===== src/hdl/ect_pkg.sv =====
// shared constants and types of the event triggered countdown timer
`default_nettype none
package ect_pkg;

  // register indices; byte address is four times the index
  localparam logic [5:0] IDX_AUX_STATUS = 6'h05;
  localparam logic [5:0] IDX_IRQ_ENABLE = 6'h06;
  localparam logic [5:0] IDX_IRQ_REQUEST = 6'h07;
  localparam logic [5:0] IDX_CHIP_CONTROL = 6'h09;
  localparam logic [5:0] IDX_COUNT_READBACK = 6'h0C;
  localparam logic [5:0] IDX_CLOCK_CONFIG = 6'h2A;
  localparam logic [5:0] IDX_TRIGGER_CONFIG = 6'h2B;
  localparam logic [5:0] IDX_COUNT_RELOAD = 6'h2C;

  // field positions
  localparam int COUNTING_FLAG_BIT = 7;
  localparam int IRQ_BIT = 5;
  localparam int IMMEDIATE_START_BIT = 1;
  localparam int IMMEDIATE_STOP_BIT = 2;
  localparam int AUTO_RELOAD_BIT = 5;
  localparam int START_TX_FIRST_BIT = 0;
  localparam int START_TX_LAST_BIT = 1;
  localparam int STOP_RX_FIRST_BIT = 2;
  localparam int STOP_RX_LAST_BIT = 3;

  // values after reset
  localparam logic [4:0] EXPONENT_RESET = 5'h00;
  localparam logic [3:0] TRIGGER_RESET = 4'h0;
  localparam logic [7:0] RELOAD_RESET = 8'h00;
  localparam logic [7:0] COUNT_RESET = 8'h00;

  // clock rates and the fractional step that makes the chip clock rate
  localparam int MCLK_PERIOD_PS = 4000;
  localparam int MCLK_KHZ = 1000000000 / MCLK_PERIOD_PS;
  localparam int CHIP_CLOCK_KHZ = 13560;
  localparam int PHASE_WIDTH = 18;
  localparam logic [PHASE_WIDTH-1:0] PHASE_STEP = PHASE_WIDTH'(CHIP_CLOCK_KHZ);
  localparam logic [PHASE_WIDTH-1:0] PHASE_LIMIT = PHASE_WIDTH'(MCLK_KHZ - CHIP_CLOCK_KHZ);
  localparam int MAX_EXPONENT_DEFAULT = 21;

  typedef enum logic {
    ST_IDLE,
    ST_COUNTING
  } ect_state_type;

  typedef enum logic [3:0] {
    SEL_NONE,
    SEL_AUX_STATUS,
    SEL_IRQ_ENABLE,
    SEL_IRQ_REQUEST,
    SEL_CHIP_CONTROL,
    SEL_COUNT_READBACK,
    SEL_CLOCK_CONFIG,
    SEL_TRIGGER_CONFIG,
    SEL_COUNT_RELOAD
  } ect_sel_type;

endpackage : ect_pkg
`default_nettype wire


===== src/hdl/ect_event_sync.sv =====
// two flip-flop synchroniser with rising edge pulse for timer events
`default_nettype none
module ect_event_sync #(
  parameter int WIDTH = 4
) (
  input wire logic mclk,
  input wire logic rst,
  input wire logic [WIDTH-1:0] eventIn,
  output logic [WIDTH-1:0] eventPulse
);
  logic [WIDTH-1:0] meta_reg;
  logic [WIDTH-1:0] sync_reg;
  logic [WIDTH-1:0] last_reg;

  if (WIDTH < 1) begin : g_bad_width
    $error("event sync width must be at least one");
  end

  // meta_reg feeds sync_reg only
  always_ff @(posedge mclk or posedge rst) begin
    if (rst) begin
      meta_reg <= '0;
      sync_reg <= '0;
      last_reg <= '0;
    end else begin
      meta_reg <= eventIn;
      sync_reg <= meta_reg;
      last_reg <= sync_reg;
    end
  end

  assign eventPulse = sync_reg & ~last_reg;
endmodule : ect_event_sync
`default_nettype wire


===== src/hdl/ect_prescaler.sv =====
// timer clock enable: chip clock rate from mclk, divided by a power of two
`default_nettype none
module ect_prescaler #(
  parameter int DIV_WIDTH = 21,
  parameter int EXP_WIDTH = 5
) (
  input wire logic mclk,
  input wire logic rst,
  input wire logic restart,
  input wire logic [EXP_WIDTH-1:0] exponent,
  output logic tick
);
  logic [ect_pkg::PHASE_WIDTH-1:0] phase_reg;
  logic [DIV_WIDTH-1:0] div_reg;
  logic [DIV_WIDTH-1:0] mask;
  logic baseTick;
  logic tick_reg;

  if (DIV_WIDTH < 1 || DIV_WIDTH > 31 || ect_pkg::CHIP_CLOCK_KHZ >= ect_pkg::MCLK_KHZ) begin : g_bad_div
    $error("prescaler width or clock rates not supported");
  end

  // average rate is exact; single ticks jitter by one mclk period
  assign baseTick = phase_reg >= ect_pkg::PHASE_LIMIT;
  assign mask = DIV_WIDTH'((DIV_WIDTH'(1) << exponent) - DIV_WIDTH'(1));

  always_ff @(posedge mclk or posedge rst) begin
    if (rst) begin
      phase_reg <= '0;
    end else if (restart) begin
      phase_reg <= '0;
    end else if (baseTick) begin
      phase_reg <= phase_reg - ect_pkg::PHASE_LIMIT;
    end else begin
      phase_reg <= phase_reg + ect_pkg::PHASE_STEP;
    end
  end

  always_ff @(posedge mclk or posedge rst) begin
    if (rst) begin
      div_reg <= '0;
      tick_reg <= 1'b0;
    end else begin
      tick_reg <= baseTick && (div_reg == mask) && !restart;
      if (restart) begin
        div_reg <= '0;
      end else if (baseTick) begin
        div_reg <= (div_reg == mask) ? '0 : div_reg + DIV_WIDTH'(1);
      end
    end
  end

  assign tick = tick_reg;
endmodule : ect_prescaler
`default_nettype wire


===== src/hdl/ect_timer.sv =====
// event triggered 8-bit countdown timer with apb register slave
//
// Behaviour
// - counter decrements per timer tick while counting and nonzero
// - auto reload: at one, reload instead
// - start on tx first, tx last, software
// - every start without a simultaneous stop reloads counter, retriggering it
// - stop on rx events, zero, software
// - new reload, exponent and auto reload settings apply only at next start
// - software stop never raises interrupt flag
// - tick period two power exponent, max 21
// - start sets counting flag, stop clears it
// - count changes only on timer ticks and starts
// - current count readable at any time
// - reaching zero unstopped raises interrupt flag
// - stop before zero halts without interrupt
// - expiry touches only timer flags
// - auto reload raises interrupt every period
// - flag set on one to zero/reload
// - interrupt output gated by enable bit
`default_nettype none
module ect_timer #(
  parameter int MAX_EXPONENT = ect_pkg::MAX_EXPONENT_DEFAULT
) (
  input wire logic mclk,
  input wire logic rst,
  input wire logic psel,
  input wire logic penable,
  input wire logic pwrite,
  input wire logic [7:0] paddr,
  input wire logic [31:0] pwdata,
  output logic [31:0] prdata,
  output logic pready,
  output logic pslverr,
  input wire logic txFirstBitEvent,
  input wire logic txLastBitEvent,
  input wire logic rxFirstBitEvent,
  input wire logic rxLastBitEvent,
  output logic countdown_irq_flag,
  output logic countingFlag
);
  if (MAX_EXPONENT < 0 || MAX_EXPONENT > 21) begin : g_bad_exponent
    $error("max exponent must lie in 0..21");
  end

  logic [4:0] exponent_reg;
  logic autoReload_reg;
  logic [3:0] trigger_reg;
  logic [7:0] reload_reg;
  logic irqEnable_reg;
  logic irqFlag_reg;
  logic [7:0] count_reg;
  logic [7:0] count_next;
  ect_pkg::ect_state_type state_reg;
  logic autoRun_reg;
  logic [7:0] reloadRun_reg;
  logic [4:0] exponentRun_reg;
  logic [31:0] prdata_reg;
  logic pslverr_reg;
  logic [3:0] evPulse;
  logic [4:0] exponentLimited;
  logic tick;
  logic running;
  logic swStart;
  logic swStop;
  logic startEv;
  logic stopEv;
  logic expire;
  logic irqClear;
  logic setup;
  logic wrEn;
  ect_pkg::ect_sel_type accSel;
  logic [7:0] rdByte;

  function automatic ect_pkg::ect_sel_type decodeSel(input logic [7:0] addr);
    ect_pkg::ect_sel_type sel;
    sel = ect_pkg::SEL_NONE;
    if (addr[1:0] == 2'b00) begin
      case (addr[7:2])
        ect_pkg::IDX_AUX_STATUS: sel = ect_pkg::SEL_AUX_STATUS;
        ect_pkg::IDX_IRQ_ENABLE: sel = ect_pkg::SEL_IRQ_ENABLE;
        ect_pkg::IDX_IRQ_REQUEST: sel = ect_pkg::SEL_IRQ_REQUEST;
        ect_pkg::IDX_CHIP_CONTROL: sel = ect_pkg::SEL_CHIP_CONTROL;
        ect_pkg::IDX_COUNT_READBACK: sel = ect_pkg::SEL_COUNT_READBACK;
        ect_pkg::IDX_CLOCK_CONFIG: sel = ect_pkg::SEL_CLOCK_CONFIG;
        ect_pkg::IDX_TRIGGER_CONFIG: sel = ect_pkg::SEL_TRIGGER_CONFIG;
        ect_pkg::IDX_COUNT_RELOAD: sel = ect_pkg::SEL_COUNT_RELOAD;
        default: sel = ect_pkg::SEL_NONE;
      endcase
    end
    return sel;
  endfunction : decodeSel

  // event inputs come from other logic timing; edges become one-cycle pulses
  ect_event_sync #(
    .WIDTH(4)
  ) u_sync (
    .mclk(mclk),
    .rst(rst),
    .eventIn({rxLastBitEvent, rxFirstBitEvent, txLastBitEvent, txFirstBitEvent}),
    .eventPulse(evPulse)
  );

  ect_prescaler #(
    .DIV_WIDTH(MAX_EXPONENT + 1),
    .EXP_WIDTH(5)
  ) u_prescaler (
    .mclk(mclk),
    .rst(rst),
    .restart(startEv),
    .exponent(exponentRun_reg),
    .tick(tick)
  );

  // apb: zero wait states, read data captured in the setup cycle
  assign setup = psel && !penable;
  assign wrEn = psel && penable && pwrite;
  assign accSel = decodeSel(paddr);
  assign pready = 1'b1;
  assign prdata = prdata_reg;
  assign pslverr = pslverr_reg;

  // software start and stop exist only in the write cycle
  assign swStart = wrEn && accSel == ect_pkg::SEL_CHIP_CONTROL && pwdata[ect_pkg::IMMEDIATE_START_BIT];
  assign swStop = wrEn && accSel == ect_pkg::SEL_CHIP_CONTROL && pwdata[ect_pkg::IMMEDIATE_STOP_BIT];

  assign running = state_reg == ect_pkg::ST_COUNTING;

  assign startEv = (evPulse[0] && trigger_reg[ect_pkg::START_TX_FIRST_BIT])
    || (evPulse[1] && trigger_reg[ect_pkg::START_TX_LAST_BIT])
    || swStart;

  // stop wins over a start in the same cycle
  assign stopEv = (evPulse[2] && trigger_reg[ect_pkg::STOP_RX_FIRST_BIT])
    || (evPulse[3] && trigger_reg[ect_pkg::STOP_RX_LAST_BIT])
    || swStop;

  // expiry needs no stop or start pending, so a software stop never flags
  assign expire = running && tick && count_reg == 8'h01 && !stopEv && !startEv;

  assign irqClear = wrEn && accSel == ect_pkg::SEL_IRQ_REQUEST && pwdata[ect_pkg::IRQ_BIT];

  // exponents above the supported range are clamped, not wrapped
  assign exponentLimited = (exponent_reg > 5'(MAX_EXPONENT)) ? 5'(MAX_EXPONENT) : exponent_reg;

  always_ff @(posedge mclk or posedge rst) begin
    if (rst) begin
      exponent_reg <= ect_pkg::EXPONENT_RESET;
      autoReload_reg <= 1'b0;
      trigger_reg <= ect_pkg::TRIGGER_RESET;
      reload_reg <= ect_pkg::RELOAD_RESET;
      irqEnable_reg <= 1'b0;
    end else if (wrEn) begin
      unique case (accSel)
        ect_pkg::SEL_CLOCK_CONFIG: begin
          exponent_reg <= pwdata[4:0];
          autoReload_reg <= pwdata[ect_pkg::AUTO_RELOAD_BIT];
        end
        ect_pkg::SEL_TRIGGER_CONFIG: begin
          trigger_reg <= pwdata[3:0];
        end
        ect_pkg::SEL_COUNT_RELOAD: begin
          reload_reg <= pwdata[7:0];
        end
        ect_pkg::SEL_IRQ_ENABLE: begin
          irqEnable_reg <= pwdata[ect_pkg::IRQ_BIT];
        end
        ect_pkg::SEL_NONE, ect_pkg::SEL_AUX_STATUS, ect_pkg::SEL_IRQ_REQUEST,
        ect_pkg::SEL_CHIP_CONTROL, ect_pkg::SEL_COUNT_READBACK: begin
        end
      endcase
    end
  end

  // settings are copied at start so later writes leave a running count alone
  always_ff @(posedge mclk or posedge rst) begin
    if (rst) begin
      autoRun_reg <= 1'b0;
      reloadRun_reg <= ect_pkg::RELOAD_RESET;
      exponentRun_reg <= ect_pkg::EXPONENT_RESET;
    end else if (startEv && !stopEv) begin
      autoRun_reg <= autoReload_reg;
      reloadRun_reg <= reload_reg;
      exponentRun_reg <= exponentLimited;
    end
  end

  always_ff @(posedge mclk or posedge rst) begin
    if (rst) begin
      state_reg <= ect_pkg::ST_IDLE;
    end else begin
      unique case (state_reg)
        ect_pkg::ST_IDLE: begin
          if (startEv && !stopEv) begin
            state_reg <= ect_pkg::ST_COUNTING;
          end
        end
        ect_pkg::ST_COUNTING: begin
          if (stopEv) begin
            state_reg <= ect_pkg::ST_IDLE;
          end else if (!startEv && tick && !autoRun_reg && count_reg <= 8'h01) begin
            state_reg <= ect_pkg::ST_IDLE;
          end
        end
      endcase
    end
  end

  always_comb begin
    count_next = count_reg;
    if (stopEv) begin
      count_next = count_reg;
    end else if (startEv) begin
      count_next = reload_reg;
    end else if (running && tick) begin
      if (count_reg == 8'h01 && autoRun_reg) begin
        count_next = reloadRun_reg;
      end else if (count_reg != 8'h00) begin
        count_next = count_reg - 8'h01;
      end
    end
  end

  always_ff @(posedge mclk or posedge rst) begin
    if (rst) begin
      count_reg <= ect_pkg::COUNT_RESET;
    end else begin
      count_reg <= count_next;
    end
  end

  // expiry drives only this flag; nothing reaches transmit or receive
  always_ff @(posedge mclk or posedge rst) begin
    if (rst) begin
      irqFlag_reg <= 1'b0;
    end else if (expire) begin
      irqFlag_reg <= 1'b1;
    end else if (irqClear) begin
      irqFlag_reg <= 1'b0;
    end
  end

  assign countdown_irq_flag = irqFlag_reg && irqEnable_reg;
  assign countingFlag = running;

  always_comb begin
    rdByte = 8'h00;
    unique case (accSel)
      ect_pkg::SEL_AUX_STATUS: rdByte[ect_pkg::COUNTING_FLAG_BIT] = running;
      ect_pkg::SEL_IRQ_ENABLE: rdByte[ect_pkg::IRQ_BIT] = irqEnable_reg;
      ect_pkg::SEL_IRQ_REQUEST: rdByte[ect_pkg::IRQ_BIT] = irqFlag_reg;
      ect_pkg::SEL_COUNT_READBACK: rdByte = count_reg;
      ect_pkg::SEL_CLOCK_CONFIG: rdByte = {2'b00, autoReload_reg, exponent_reg};
      ect_pkg::SEL_TRIGGER_CONFIG: rdByte = {4'h0, trigger_reg};
      ect_pkg::SEL_COUNT_RELOAD: rdByte = reload_reg;
      ect_pkg::SEL_NONE, ect_pkg::SEL_CHIP_CONTROL: rdByte = 8'h00;
    endcase
  end

  always_ff @(posedge mclk or posedge rst) begin
    if (rst) begin
      prdata_reg <= 32'h00000000;
      pslverr_reg <= 1'b0;
    end else if (setup) begin
      prdata_reg <= {24'h000000, rdByte};
      pslverr_reg <= accSel == ect_pkg::SEL_NONE;
    end
  end
endmodule : ect_timer
`default_nettype wire


===== config.mk =====
export PLATFORM = sky130hd
export DESIGN_NAME = ect_timer
export DESIGN_NICKNAME = d
export VERILOG_FILES = /design/src/hdl/ect_pkg.sv /design/src/hdl/ect_event_sync.sv /design/src/hdl/ect_prescaler.sv /design/src/hdl/ect_timer.sv
export SDC_FILE = /design/constraint.sdc
export NUM_CORES = 1
export LEC_CHECK = 0
export ABC_CLOCK_PERIOD_IN_PS = 5700
export BUFFER_PORTS_ARGS = -buffer_cell sky130_fd_sc_hd__buf_2
export CORE_AREA = 2 2 101 103
export DETAILED_ROUTE_END_ITERATION = 6
export DIE_AREA = 0 0 103 105
export PLACE_DENSITY = 0.95
export REMOVE_ABC_BUFFERS = 1
export SYNTH_ARGS = -nofsm -noshare
export SYNTH_HDL_FRONTEND = slang
export SYNTH_SLANG_ARGS = --single-unit
export TNS_END_PERCENT = 20

===== constraint.sdc =====
create_clock -name mclk -period 5.7 [get_ports mclk]
set_input_delay 0.855 -clock mclk [delete_from_list [all_inputs] [get_ports mclk]]
set_output_delay 0.855 -clock mclk [all_outputs]
set_load 0.005 [all_outputs]

==> summary.md <==
| Metric | Value |
|---|---|
| Status | `complete, no violations` |
| Register clock-pin slew on the reported worst setup and hold paths | `~0.1 ns` |
| Share of cells above drive strength 1 | `15.8%` |
| Die X | `103 um` |
| Area share of the largest cell type after synthesis | `approximately 42%` |
| Final Hold Viols | `0` |
| Classification of the worst setup path | `reg -> reg` |
| Setup repair after global routing missed its margin | `false` |
| Fraction of the core area covered by cells at the end of the flow | `65.6%` |
| Worst setup SP type | `flip-flop` |
| Path category of the worst min-delay check | `reg -> reg` |
| CP arrival | `4.83 ns` |
| Slew @ Worst Pin | `1.02 ns` |
| Overall die area | `roughly 11000 sq um` |
| Count of nets left with antenna violations after detail routing | `0` |
| Total setup violations reported at the end of the flow | `0` |
| Critical register-to-register path startpoint | `exponentRun_reg[4]` |
| Maximum clock path buffer count | `2` |
| Final estimated routing congestion in global placement | `0.878` |
| Grt ovf | `0` |
| Largest register FFs | `22` |
| Final Slew Violations | `0` |
| DIE HEIGHT | `105 um` |
| H-Tree Level Count | `3` |
| Post-Route WL | `14100 um` |
| Cell area after synthesis | `6030 sq um` |
| Via total after detailed routing | `5180` |
| Max-Cap Viols | `0` |
| Average wire per standard cell | `17.6 um` |
| Cell-by-cell trace of the critical path | `nor2_1 -> nand2_1 -> ha_1 -> and3b_1 -> a22oi_1 -> o22ai_1 -> xor2_1 -> or4_1 -> or4_1 -> o21ai_4 -> nor2_1` |
| Sum of net half-perimeters after detailed placement | `between 9000 and 10000 um` |
| Maximum single-stage delay on the critical path | `just over 0.9 ns` |
| Number of buffers added for setup after CTS | `0` |
| Headroom to the max-slew limit | `between 30% and 40%` |
| Post-synthesis sequential area ratio | `42.3%` |
| Hold depth | `0` |
| Portion of the clock cycle consumed by the worst path in the final layout | `80.5%` |
| Number of synthesized flops with an enable pin | `0` |
| Count of nets after finishing | `between 700 and 800` |
| Destination of the worst register-to-register timing path | `u_prescaler.div_reg[16]` |
| Resized Gates After CTS | `0` |
| Hold Path Sink | `u_sync.sync_reg[0]` |
| Async SR Flop Fraction | `100%` |
| Critical path buffer and inverter count | `0` |
| Most frequent cells after synthesis | `sky130_fd_sc_hd__dfrtp_1, sky130_fd_sc_hd__nor2_1, sky130_fd_sc_hd__nand2_1, sky130_fd_sc_hd__mux2_2, sky130_fd_sc_hd__a21oi_1` |
| Static Leak | `2.83 nW` |
| Largest clock skew in the final design | `0.0106 ns` |
| Filler cells | `~700` |
| CP max stage cell | `sky130_fd_sc_hd__dfrtp_1` |
| Global-route wire length before repair | `23700 um` |
| Cell types occupying the most area after synthesis | `sky130_fd_sc_hd__dfrtp_1, sky130_fd_sc_hd__mux2_2, sky130_fd_sc_hd__nor2_1, sky130_fd_sc_hd__nand2_1, sky130_fd_sc_hd__xnor2_1` |
| Synthesized area per cell | `roughly 9 sq um` |
| CTS tree | `yes` |
| Top FF cell, synth | `sky130_fd_sc_hd__dfrtp_1` |
| Pin count of the biggest net entering global routing | `66` |
| Drt pass-1 iters | `5` |
| Yosys reg bits | `between 100 and 150` |
| Root buffer selected by CTS | `sky130_fd_sc_hd__clkbuf_8` |
| R2r setup slk | `1.11 ns` |
| Area delta synth->final | `4.77%` |
| Area inside the core boundary | `9640 sq um` |
| Post-Route Setup TNS | `0 ns` |
| Yosys synthesis warning count | `0` |
| Residual DRC count | `0` |
| Overall Global Routing Usage | `27.7%` |
| Number of port buffers | `35` |
| Largest vdd supply drop | `0.000263 V` |
| I/O Pins | `85` |
| CTS buffer count | `9` |
| Family of cells with the greatest summed delay on the critical path | `simple AND/OR/NAND/NOR gates` |
| Distinct cells, synth | `56` |
| Worst skew pair latency | `0.38 ns` |
| Clock tree sinks | `102` |
| Via count of the first global-routing pass | `4989` |
| Antenna violations before repair | `0` |
| Final worst path period need | `4.59 ns` |
| Crit path capture type | `flip-flop` |
| Synthesized instance count | `655` |
| Fmax | `218 MHz` |
| Cell taking the most area after synthesis | `sky130_fd_sc_hd__dfrtp_1` |
| Number of hold buffers added after cts | `0` |
| Start point of the worst min-delay path | `u_sync.meta_reg[0]` |
| Initial drt markers | `662` |
| Vias per inst | `6.46` |
| Worst R2R Path Depth | `11` |
| Diodes inserted | `0` |
| Most numerous cell in the Yosys netlist | `sky130_fd_sc_hd__dfrtp_1` |
| Largest fanout of any net on the critical path | `30` |
| Power per cell area | `between 200 and 300 nW/um^2` |
| Effective utilization at floorplan | `between 60% and 70%` |
| Number of core rows | `36` |
| Required time of the critical path | `5.95 ns` |
[placed cells by master (no fill, tap or decap), types with 22 or more instances in the layout]
master                      n
sky130_fd_sc_hd__a21oi_1   37
sky130_fd_sc_hd__buf_2     35
sky130_fd_sc_hd__conb_1    25
sky130_fd_sc_hd__dfrtp_1  102
sky130_fd_sc_hd__mux2_2    43
sky130_fd_sc_hd__nand2_1   59
sky130_fd_sc_hd__nand3_1   22
sky130_fd_sc_hd__nor2_1    63
sky130_fd_sc_hd__o21ai_0   33
sky130_fd_sc_hd__xnor2_1   23
[final cells by class]
| type | instances | area, sq um | share of cell area (%) |
|---|---|---|---|
| Multi-Input combinational cell | 498 | 3160 | 50.0 |
| Sequential cell | 102 | 2550 | 40.4 |
| Timing Repair Buffer | 39 | 205 | 3.25 |
| Tap cell | 133 | 166 | 2.63 |
| Clock buffer | 10 | 128 | 2.02 |
| Inverter | 14 | 55.1 | 0.871 |
| Clock inverter | 6 | 51.3 | 0.812 |
[worst reg2reg max path, delay by kind of cell (launching register included)]
| kind | cells | cell delay, ns |
|---|---|---|
| simple gates | 6 | 2.05 |
| flops | 1 | 0.92 |
| compound gates | 3 | 0.79 |
| fa+ha+maj | 1 | 0.52 |
| xor+xnor | 1 | 0.16 |
[report_power, final]
part	switching, W	internal, W	leakage [nW]
clock	0.000262	0.000165	0.0814
sequential	0.000110	0.000803	1.31
combinational	0.000296	0.000229	1.43
total	0.000668	0.00120	2.83
[metrics by stage]
stage | setup slack [ns] | std cells | hold WS, ns | cell area (sq um) | power [W]
after global routing | 0.883 | 802 | 0.366 | 6320 | 0.00199
after CTS | 1.27 | 802 | 0.359 | 6310 | 0.00186
after floorplan | 1.82 | 614 | 0.331 | 5750 | 0.00130
after global placement | 1.45 | 786 | 0.334 | 6140 | 0.00140
final | 1.11 | 802 | 0.359 | 6320 | 0.00186
after detailed placement | 1.35 | 786 | 0.337 | 6140 | 0.00144
[metal layers]
| metal | vias to the layer above | routed length (um) | global-route usage, % |
|---|---|---|---|
| li1 | 2300 | - | - |
| met1 | 2490 | 5640 | 37.0 |
| met2 | 321 | 6750 | 42.9 |
| met3 | 69 | 1150 | 5.48 |
| met4 | 0 | 587 | 13.4 |
| met5 | - | 0 | 0 |
[logic make-up after synthesis]
logic type	after synthesis	synth area share (%)
buf+inv	78	6.99
simple gates	242	19.7
mux	48	8.86
other cells	2	0.125
flops	102	42.3
compound gates	133	14.4
xor+xnor	44	6.39
fa+ha+maj	6	1.24
[worst max path at each step]
stage | cells after the start | to | slack [ns] | from
2_1_floorplan | 11 | u_prescaler.div_reg[5] | 1.82 | exponentRun_reg[1]
3_3_place_gp | 11 | u_prescaler.div_reg[5] | 1.45 | exponentRun_reg[3]
3_5_place_dp | 11 | u_prescaler.div_reg[5] | 1.35 | exponentRun_reg[4]
4_1_cts | 11 | u_prescaler.div_reg[16] | 1.27 | exponentRun_reg[3]
5_1_grt | 11 | u_prescaler.div_reg[16] | 0.88 | exponentRun_reg[4]
6_report | 11 | u_prescaler.div_reg[16] | 1.11 | exponentRun_reg[4]
Note: power is estimated with default switching activity, not from simulation.
